<file path="src/dpw_consts.svh">
// Constants of the DMA-driven PWM block: timing, field positions, loads.
// Assumes inclusion by bare name from every design file that needs them.
`ifndef DPW_CONSTS_SVH
`define DPW_CONSTS_SVH

// Clock rates in kHz and the division length in processor clocks
`define DPW_SYS_CLK_KHZ 100000
`define DPW_PROC_CLK_KHZ 9216
`define DPW_DIV_PROC_CYC 120
// Division in system cycles: 120 / 9.216 MHz, rounded down
`define DPW_DIV_CYCLES ((`DPW_DIV_PROC_CYC * `DPW_SYS_CLK_KHZ) / `DPW_PROC_CLK_KHZ)
`define DPW_DIV_LAST (11'(`DPW_DIV_CYCLES - 1))
// Period of 1024 divisions
`define DPW_DIV_IDX_W 10
`define DPW_DIV_IDX_LAST 10'h3FF
// Duty scale: 0 = off, 256 = always on
`define DPW_DUTY_W 9
`define DPW_DUTY_FULL 9'h100
// Simple interface accepts indices 0..3
`define DPW_IDX_MAX 3'h3
`define DPW_NUM_SIMPLE 4
// Output group write layout: bits 3..1 select, bit 0 state
`define DPW_SEL_MSB 3
`define DPW_SEL_LSB 1
`define DPW_STATE_BIT 0
`define DPW_RESERVED_SEL 3'h7
// Transfers loaded by init and refresh: two periods
`define DPW_DMA_LOAD 12'h800
// Fixed serial rate while PWM runs: 100 MHz / 4800
`define DPW_BAUD_BPS 4800
`define DPW_BAUD_DIV (16'(`DPW_SYS_CLK_KHZ * 1000 / `DPW_BAUD_BPS))

`endif

</file>
<file path="src/dpw_pkg.sv">
// Types shared by the DMA-driven PWM block.
// Assumes nothing beyond a SystemVerilog compiler.
package dpw_pkg;

  // Host request, one-cycle strobes with their data
  typedef struct packed {
    logic init;
    logic refresh;
    logic duty_wr;
    logic [2:0] channel_index;
    logic [8:0] duty;
  } dpw_req_t;

  // Answer to a request
  typedef struct packed {
    logic valid;
    logic fail;
  } dpw_resp_t;

  // One byte written to an output group latch
  typedef struct packed {
    logic strobe;
    logic [7:0] data;
  } dpw_latch_wr_t;

  typedef enum logic [1:0] {
    DPW_ERR_NONE = 2'b00,
    DPW_ERR_INDEX = 2'b01,
    DPW_ERR_STOPPED = 2'b10
  } dpw_err_t;

  typedef enum logic [1:0] {
    DPW_ST_IDLE = 2'b00,
    DPW_ST_RUN = 2'b01,
    DPW_ST_STOPPED = 2'b10
  } dpw_state_t;

endpackage

</file>
<file path="src/dpw_latch.sv">
// Bank of eight high-voltage output latches written one bit per byte.
// Assumes writes arrive as single-cycle strobes on the system clock.
`include "dpw_consts.svh"

module dpw_latch (
  input wire logic clk_sys,
  input wire logic rst_n,
  input wire logic clk_en,
  input dpw_pkg::dpw_latch_wr_t wr,
  output logic [7:0] hv_out
);

  logic [2:0] sel;

  // Upper four data bits are ignored
  assign sel = wr.data[`DPW_SEL_MSB:`DPW_SEL_LSB];

  ////////////////////////////////////////////////////////////////////////
  // One latch per output, loaded when selected
  genvar g;
  generate
    for (g = 0; g < 8; g++) begin : g_bit
      // decode select and state
      always_ff @(posedge clk_sys) begin
        if (!rst_n) begin
          hv_out[g] <= 1'b0;
        end else if (clk_en && wr.strobe && sel == 3'(g)) begin
          hv_out[g] <= wr.data[`DPW_STATE_BIT];
        end
      end
    end
  endgenerate
endmodule

</file>
<file path="src/dpw_top.sv">
// DMA-driven PWM generator: division timer, transfer engine and latches.
// Assumes host strobes are synchronous to clk_sys and last one cycle.
//
// Functional notes
// Drive outputs 0-6 only; output 7 reserved.
// Period is exactly 1024 divisions.
// Division lasts 120 processor clock cycles.
// Each channel lags previous by one division.
// Channel may change only every four divisions.
// Duty is value/256; 0 off, 256 on.
// Duty index 0-3 only; else error, fail.
// Host initialises before writing any duty.
// Host refreshes transfer count within 25 ms.
// Count zero stops PWM; refresh reports failure.
// Serial port fixed at 4800 bps while running.
// Write bits 3-1 select, bit 0 state.
// New duty applies from next channel period.
`include "dpw_consts.svh"

module dpw_top (
  input wire logic clk_sys,
  input wire logic rst_n,
  input wire logic clk_en,
  input dpw_pkg::dpw_req_t req,
  output dpw_pkg::dpw_resp_t resp,
  output dpw_pkg::dpw_err_t driver_error_code,
  output logic pwm_running,
  output logic [15:0] serial1_baud_div,
  output logic [7:0] hv_bank_b
);

  dpw_pkg::dpw_state_t state_reg;
  dpw_pkg::dpw_state_t state_next;
  logic [10:0] cyc_cnt_reg;
  logic [9:0] div_idx_reg;
  logic [11:0] dma_count_reg;
  logic [8:0] duty_reg [`DPW_NUM_SIMPLE];
  logic [8:0] active_duty_reg [`DPW_NUM_SIMPLE];
  dpw_pkg::dpw_latch_wr_t latch_wr_reg;
  logic div_tick;
  logic xfer_go;
  logic [1:0] slot;
  logic [9:0] phase;
  logic [7:0] step;
  logic [8:0] eff_duty;
  logic level;
  logic idx_ok;

  ////////////////////////////////////////////////////////////////////////
  // Division timer

  // division end after DIV_CYCLES clocks
  assign div_tick = (cyc_cnt_reg == `DPW_DIV_LAST);

  // Timer runs only while the engine runs, so a fresh init starts clean
  always_ff @(posedge clk_sys) begin
    if (!rst_n) begin
      cyc_cnt_reg <= 11'h000;
    end else if (clk_en) begin
      if (req.init || state_reg != dpw_pkg::DPW_ST_RUN || div_tick) begin
        cyc_cnt_reg <= 11'h000;
      end else begin
        cyc_cnt_reg <= cyc_cnt_reg + 11'h001;
      end
    end
  end

  // period of 1024 divisions
  always_ff @(posedge clk_sys) begin
    if (!rst_n) begin
      div_idx_reg <= 10'h000;
    end else if (clk_en) begin
      if (req.init) begin
        div_idx_reg <= 10'h000;
      end else if (xfer_go) begin
        div_idx_reg <= div_idx_reg + 10'h001;
      end
    end
  end

  ////////////////////////////////////////////////////////////////////////
  // Transfer engine state

  assign xfer_go = div_tick && state_reg == dpw_pkg::DPW_ST_RUN;

  // engine stops when the count runs out
  always_comb begin
    state_next = state_reg;
    case (state_reg)
      dpw_pkg::DPW_ST_IDLE: begin
        if (req.init) begin
          state_next = dpw_pkg::DPW_ST_RUN;
        end
      end
      dpw_pkg::DPW_ST_RUN: begin
        if (!req.init && xfer_go && dma_count_reg == 12'h001) begin
          state_next = dpw_pkg::DPW_ST_STOPPED;
        end
      end
      dpw_pkg::DPW_ST_STOPPED: begin
        if (req.init || req.refresh) begin
          state_next = dpw_pkg::DPW_ST_RUN;
        end
      end
      default: begin
        state_next = dpw_pkg::DPW_ST_IDLE;
      end
    endcase
  end

  always_ff @(posedge clk_sys) begin
    if (!rst_n) begin
      state_reg <= dpw_pkg::DPW_ST_IDLE;
    end else if (clk_en) begin
      state_reg <= state_next;
    end
  end

  // Transfer count: loaded by init, or by refresh outside idle; one per division
  always_ff @(posedge clk_sys) begin
    if (!rst_n) begin
      dma_count_reg <= 12'h000;
    end else if (clk_en) begin
      if (req.init || (req.refresh && state_reg != dpw_pkg::DPW_ST_IDLE)) begin
        dma_count_reg <= `DPW_DMA_LOAD;
      end else if (xfer_go) begin
        dma_count_reg <= dma_count_reg - 12'h001;
      end
    end
  end

  ////////////////////////////////////////////////////////////////////////
  // Waveform generation

  // channel serviced this division; R5: every fourth division each
  assign slot = div_idx_reg[1:0];
  assign phase = div_idx_reg - {8'h00, slot};
  assign step = phase[9:2];
  // staged duty takes over at channel period start
  assign eff_duty = (step == 8'h00) ? duty_reg[slot] : active_duty_reg[slot];
  // on while step below duty; 0 never, 256 always
  assign level = ({1'b0, step} < eff_duty);

  // Duty staging per channel
  genvar c;
  generate
    for (c = 0; c < `DPW_NUM_SIMPLE; c++) begin : g_ch
      // swap only at period start
      always_ff @(posedge clk_sys) begin
        if (!rst_n) begin
          active_duty_reg[c] <= 9'h000;
        end else if (clk_en) begin
          if (req.init) begin
            active_duty_reg[c] <= 9'h000;
          end else if (xfer_go && slot == 2'(c) && step == 8'h00) begin
            active_duty_reg[c] <= duty_reg[c];
          end
        end
      end

      always_ff @(posedge clk_sys) begin
        if (!rst_n) begin
          duty_reg[c] <= 9'h000;
        end else if (clk_en) begin
          if (req.init) begin
            duty_reg[c] <= 9'h000;
          end else if (req.duty_wr && !req.refresh && req.channel_index == 3'(c)) begin
            duty_reg[c] <= req.duty;
          end
        end
      end

    end
  endgenerate

  // only channels 0-3 are ever selected; 7 stays reserved
  // byte carries select in bits 3..1 and state in bit 0
  always_ff @(posedge clk_sys) begin
    if (!rst_n) begin
      latch_wr_reg <= '0;
    end else if (clk_en) begin
      latch_wr_reg.strobe <= xfer_go && !req.init;
      latch_wr_reg.data <= {5'h00, slot, level};
    end
  end

  // Output latches for the second bank
  dpw_latch u_latch (
    .clk_sys(clk_sys),
    .rst_n(rst_n),
    .clk_en(clk_en),
    .wr(latch_wr_reg),
    .hv_out(hv_bank_b)
  );

  ////////////////////////////////////////////////////////////////////////
  // Host answers and status

  assign idx_ok = (req.channel_index <= `DPW_IDX_MAX);

  // bad index fails; R10: refresh fails on zero count
  always_ff @(posedge clk_sys) begin
    if (!rst_n) begin
      resp <= '0;
    end else if (clk_en) begin
      resp.valid <= req.init || req.refresh || req.duty_wr;
      if (req.init) begin
        resp.fail <= 1'b0;
      end else if (req.refresh) begin
        resp.fail <= (dma_count_reg == 12'h000);
      end else begin
        resp.fail <= req.duty_wr && !idx_ok;
      end
    end
  end

  // Error code holds the last failure; init clears it
  always_ff @(posedge clk_sys) begin
    if (!rst_n) begin
      driver_error_code <= dpw_pkg::DPW_ERR_NONE;
    end else if (clk_en) begin
      if (req.init) begin
        driver_error_code <= dpw_pkg::DPW_ERR_NONE;
      end else if (req.refresh && dma_count_reg == 12'h000) begin
        driver_error_code <= dpw_pkg::DPW_ERR_STOPPED;
      end else if (req.duty_wr && !req.refresh && !idx_ok) begin
        driver_error_code <= dpw_pkg::DPW_ERR_INDEX;
      end
    end
  end

  // serial rate pinned while the engine runs
  always_ff @(posedge clk_sys) begin
    if (!rst_n) begin
      pwm_running <= 1'b0;
      serial1_baud_div <= 16'h0000;
    end else if (clk_en) begin
      pwm_running <= (state_next == dpw_pkg::DPW_ST_RUN);
      serial1_baud_div <= (state_next == dpw_pkg::DPW_ST_RUN) ? `DPW_BAUD_DIV : 16'h0000;
    end
  end
endmodule

</file>
<file path="config.mk">
export PLATFORM = sky130hd
export DESIGN_NAME = dpw_top
export DESIGN_NICKNAME = d
export VERILOG_FILES = /design/src/dpw_pkg.sv /design/src/dpw_latch.sv /design/src/dpw_top.sv
export VERILOG_INCLUDE_DIRS = /design/src
export SDC_FILE = /design/constraint.sdc
export NUM_CORES = 1
export LEC_CHECK = 0
export BUFFER_PORTS_ARGS = -buffer_cell sky130_fd_sc_hd__buf_4
export CAP_MARGIN = 5
export CORE_ASPECT_RATIO = 0.7
export CORE_UTILIZATION = 45
export DETAILED_ROUTE_END_ITERATION = 12
export PLACE_DENSITY = 0.74
export SLEW_MARGIN = 20
export SYNTH_ARGS = -nofsm -noshare
export SYNTH_HDL_FRONTEND = slang
export SYNTH_SLANG_ARGS = --single-unit
</file>
<file path="constraint.sdc">
create_clock -name clk_sys -period 8.2 [get_ports clk_sys]
set_input_delay 0 -clock clk_sys [delete_from_list [all_inputs] [get_ports clk_sys]]
set_output_delay 0 -clock clk_sys [all_outputs]
set_load 0.05 [all_outputs]
</file>
Yosys cells after proc, flatten, opt, wreduce, memory -nomap -nowiden

Memory sizes are Yosys's and may differ from the RTL's. A register that Yosys moved wholly into a read port is not among the register bits.
Index checks and enable logic that the tools add are counted.

Logic and storage cells: 181
Output and inout bits: 29
Bits of input ports: 18
Memories: 2
Flip-flop bits (word level): 64
Bits in writable memories: 72

Muxes and demuxes: 81
$lt $le $gt $ge: 2
$add $sub $neg: 4
Equality and inequality tests: 15
Bitwise operators: 16
Reduce and logical (&&, ||, !) cells: 46

Memory list:

| memory          | depth | width | read ports | clocked after Yosys merged registers in | write ports | RTL line      | text |
|---|---|---|---|---|---|---|---|
| active_duty_reg | 4     | 9     | 1          | 1                                       | 4           | dpw_top.sv:38 | `` logic [8:0] active_duty_reg [`DPW_NUM_SIMPLE]; `` |
| duty_reg        | 4     | 9     | 5          | 1                                       | 4           | dpw_top.sv:37 | `` logic [8:0] duty_reg [`DPW_NUM_SIMPLE]; `` |

Operator list:

| cell                  | count |
|---|---|
| $mux 9                | 17 |
| $mux 1                | 47 |
| $logic_and 1x1->1     | 25 |
| $mux 12               | 2 |
| $mux 10               | 2 |
| $mux 2                | 10 |
| $or 1x1->1            | 16 |
| $mux 15               | 1 |
| $eq 12x1->1 const B   | 1 |
| $logic_not 12->1      | 1 |
| $sub 12x1->12 const B | 1 |
| $add 11x1->11 const B | 1 |
| $eq 11x11->1 const B  | 1 |
| $mux 11               | 1 |
| $add 10x1->10 const B | 1 |
| $eq 2x2->1 const B    | 5 |
| $sub 10x2->10         | 1 |
| $lt 8x9->1            | 1 |
| $eq 2x1->1 const B    | 4 |
| $logic_not 8->1       | 1 |
| $eq 3x2->1 const B    | 2 |
| $logic_not 3->1       | 2 |
| $pmux 2 s3            | 1 |
| $reduce_and 2->1      | 3 |
| 8 further kinds       | 17 |

Longest topological paths before layout

Depth after elaboration: 10
Gate-level depth with buffers: 10
Mapped depth without buffers: 9

By module

A second synthesis with hierarchy kept.

Cells, all modules: 537
Area, all modules: 6184.7 um^2

By module, submodules not included:

| module    | area an instance (um^2) | cells an instance | times used |
|---|---|---|---|
| dpw_top   | 5839.4                  | 500               | 1 |
| dpw_latch | 345.3                   | 37                | 1 |

Worst setup path after synthesis

OpenSTA, ideal clock, no wires.

Path kind: register to register
From: reg with a tool-made name
To: reg latch_wr_reg[0] (netlist name)
Path buffers: 2
Setup slack: 5.537 ns
Required time: 8.130 ns
Stages on the path, launching flop included: 11
Arrival: 2.594 ns
Cell sequence: dfxtp_1 -> buf_2 -> buf_2 -> mux4_2 -> mux2i_1 -> ha_1 -> a211oi_1 -> nor2_1 -> o21a_1 -> a311o_1 -> a21oi_1

RTL lines:

| what             | RTL line      | text |
|---|---|---|
| end: declaration | dpw_top.sv:39 | `dpw_pkg::dpw_latch_wr_t latch_wr_reg;` |

==> flow_metrics.tcl <==
set metrics [dict create \
    status "finished, final reports clean" \
    grt_max_degree 41 \
    grt_pass1_wl_mm 23.1 \
    num_rows 35 \
    yosys-top-cells-area "edfxtp_1, dfxtp_1, mux4_2" \
    p_leak_nw 2.78 \
    clock_latency_ns 0.42 \
    cts.sinks 122 \
    cts.path.max_buffers 2 \
    cp.required_ns 8.30 \
    drc 0 \
    report.final.slew_viol_count 0 \
    use_met3_pct 5.10 \
    powerDensity_nw_per_um2 220 \
    path_cells "ha_1 > and4b_1 > nand4_2 > or2_1 > nor3_4 > buf_6 > a21bo_2" \
    crit_family "simple AND/OR/NAND/NOR gates" \
    cp_max_fo 28 \
    min_path_type "input pin to flop" \
    finalWorstSetupSlack_ns 5.22 \
    place.gp.congestion 0.877 \
    dp_worst_setup_slack_ns 4.94 \
    fillers 1088 \
    drt_pass1_iterations 5 \
    nNetsFinal 603 \
    io_pins 47 \
    cts_setup_buffers 0 \
    worst_pin_slew_ns 0.841 \
    cp.arrival_ns 3.08 \
    synth_flop_cell "edfxtp_1" \
    coreArea_sq_um 13200 \
    fmax_mhz 335 \
    antenna_found_initial 0 \
    antenna_left 0 \
    cts_tree "done" \
    cts_root_buf "clkbuf_16" \
    first_global_vias 4179 \
    drt_iter0_markers 421 \
    end_kind "flop" \
    synth_area_sq_um 6090 \
    path_buf_inv 1 \
    hold_viol_final 0 \
    syn_area_per_cell_sq_um 11.3 \
    drive_gt1_share_pct 16.3 \
    syn_inst 539 \
    htreeDepth 4 \
    gr-total-overflow 0 \
    antenna_cells 0 \
    yosysMostFrequentCell "edfxtp_1" \
    wl_per_cell_um 18.6 \
    place_area_sq_um 6300 \
    ys_seq_elements 122 \
    period_minus_slack_ns 2.98 \
    die_y_um 99.3 \
    track_usage_pct 21.9 \
    yosys.area.top_type "edfxtp_1" \
    cp_slowest_cell "or2_1" \
    finalPower_mw 1.56 \
    max_slew_margin_pct 43.9 \
    yosys_warnings 0 \
    drv_cap 0 \
    worst-setup-path-type "flop to flop" \
    vias_per_cell 5.74 \
    setup_violations 0 \
    die_w_um 141 \
    yosysUniqueCellTypes 55 \
    ys_seq_area_share_pct 52.0 \
    gr-max-usage-layer "met2" \
    clock_skew_ns 0.00839 \
    rsz0062_at_grt "false" \
    grt.met2_usage_pct 32.7 \
    vias 4407 \
    max-vdd-ir-drop_v 0.000163 \
    whs_ns 0.0245 \
    async_flop_share_pct 0 \
    fin_tns_setup_ns 0 \
    floorplan.initialDensity_pct 46.2 \
    synth_edf_count 72 \
    path_clk_slew_ns 0.06 \
    area_delta_synth_final_pct 16.3 \
    dieArea_sq_um 14000 \
    totalWireLength_mm 14.3 \
    portBuffers 32 \
    grt_use_met1_pct 31.6 \
    period_share_pct 36.4 \
    final_cell_area_sq_um 7080 \
    dp_hpwl_mm 9.88 \
    synth_top_area_share_pct 35.5 \
    cts_buffers 17 \
    cpPeakStageDelay_ns 0.46 \
    cp-start-kind "flop" \
    synth_commonest_cells "edfxtp_1, and3_1, dfxtp_1, nor2_1, and2_1" \
]
tightest hold or removal path, delay by kind of cell:
kind / cells / cell delay [ns]
AOI/OAI and AO/OA: 1 / 0.07
buffers and inverters: 1 / 0.21
and+or+nand+nor: 1 / 0.11
placed cells by master (no fill, tap or decap), drive strengths merged, types with 9 or more instances in the layout:
| master | Yosys | layout |
|---|---|---|
| and2 | 29 | 29 |
| nor4 | 9 | 9 |
| nand4 | 10 | 10 |
| and3 | 52 | 52 |
| buf | 30 | 35 |
| mux2i | 14 | 14 |
| conb | 1 | 14 |
| nand3 | 14 | 14 |
| nor2 | 50 | 50 |
| clkbuf | 22 | 18 |
| mux4 | 18 | 18 |
| xor2 | 9 | 9 |
| edfxtp | 72 | 72 |
| ha | 15 | 15 |
| nand2 | 26 | 26 |
| inv | 9 | 11 |
| o21ai | 19 | 19 |
| nor3 | 13 | 13 |
| dfxtp | 50 | 50 |
| a21oi | 18 | 18 |
| xnor2 | 11 | 11 |
| dlygate4sd3 | 0 | 16 |
through the flow:
stage,util (%),instances
5_1_grt,53.7,768
4_1_cts,53.6,767
3_3_place_gp,47.8,719
3_5_place_dp,47.8,719
2_1_floorplan,-,552
6_report,53.7,768
final cells by class:
type,instances,area (sq um),share of cell area (%)
Clock inverter,14,171,2.42
Sequential cell,122,3160,44.7
Timing Repair Buffer,51,427,6.03
Clock buffer,18,429,6.06
Inverter,9,33.8,0.477
Multi-Input combinational cell,369,2620,37.0
Tap cell,185,231,3.27
report_power, final:
part           switching [mW]  total [mW]  internal [mW]  leakage (nW)
clock network           0.284       0.763          0.479         0.290
logic                  0.0665      0.0993         0.0329          1.35
registers              0.0195       0.695          0.676          1.14
path summary, 6_finish.rpt:
path         cells past startpoint  slack (ns)                     to            startpoint
max                              7        5.22  active_duty_reg[2][0]        cyc_cnt_reg[0]
min                              3        0.02           state_reg[1]                clk_en
max reg2reg                      7        5.22  active_duty_reg[2][0]        cyc_cnt_reg[0]
min reg2reg                      2        0.48   driver_error_code[1]  driver_error_code[1]
what timing repair did:
| item | 4_1_cts | 5_1_grt |
|---|---|---|
| resized for setup | 0 | 0 |
| hold buffers | 16 | 0 |
| hold endpoints to repair | 47 | 0 |
cell families after synthesis:
family	synth area share [%]
flip-flops	52.0
buffers and inverters	5.80
AO/OA/AOI/OAI	6.33
XOR/XNOR	2.88
adder cells (fa/ha/maj)	3.08
other	0.0616
multiplexers	8.96
AND/OR/NAND/NOR	20.9
per-layer routing:
| layer | vias up | routed length [um] |
|---|---|---|
| met4 | 0 | 123 |
| met2 | 183 | 6430 |
| li1 | 2001 | - |
| met1 | 2209 | 6680 |
| met5 | - | 0 |
| met3 | 14 | 1030 |
(Power assumes the default switching activity.)
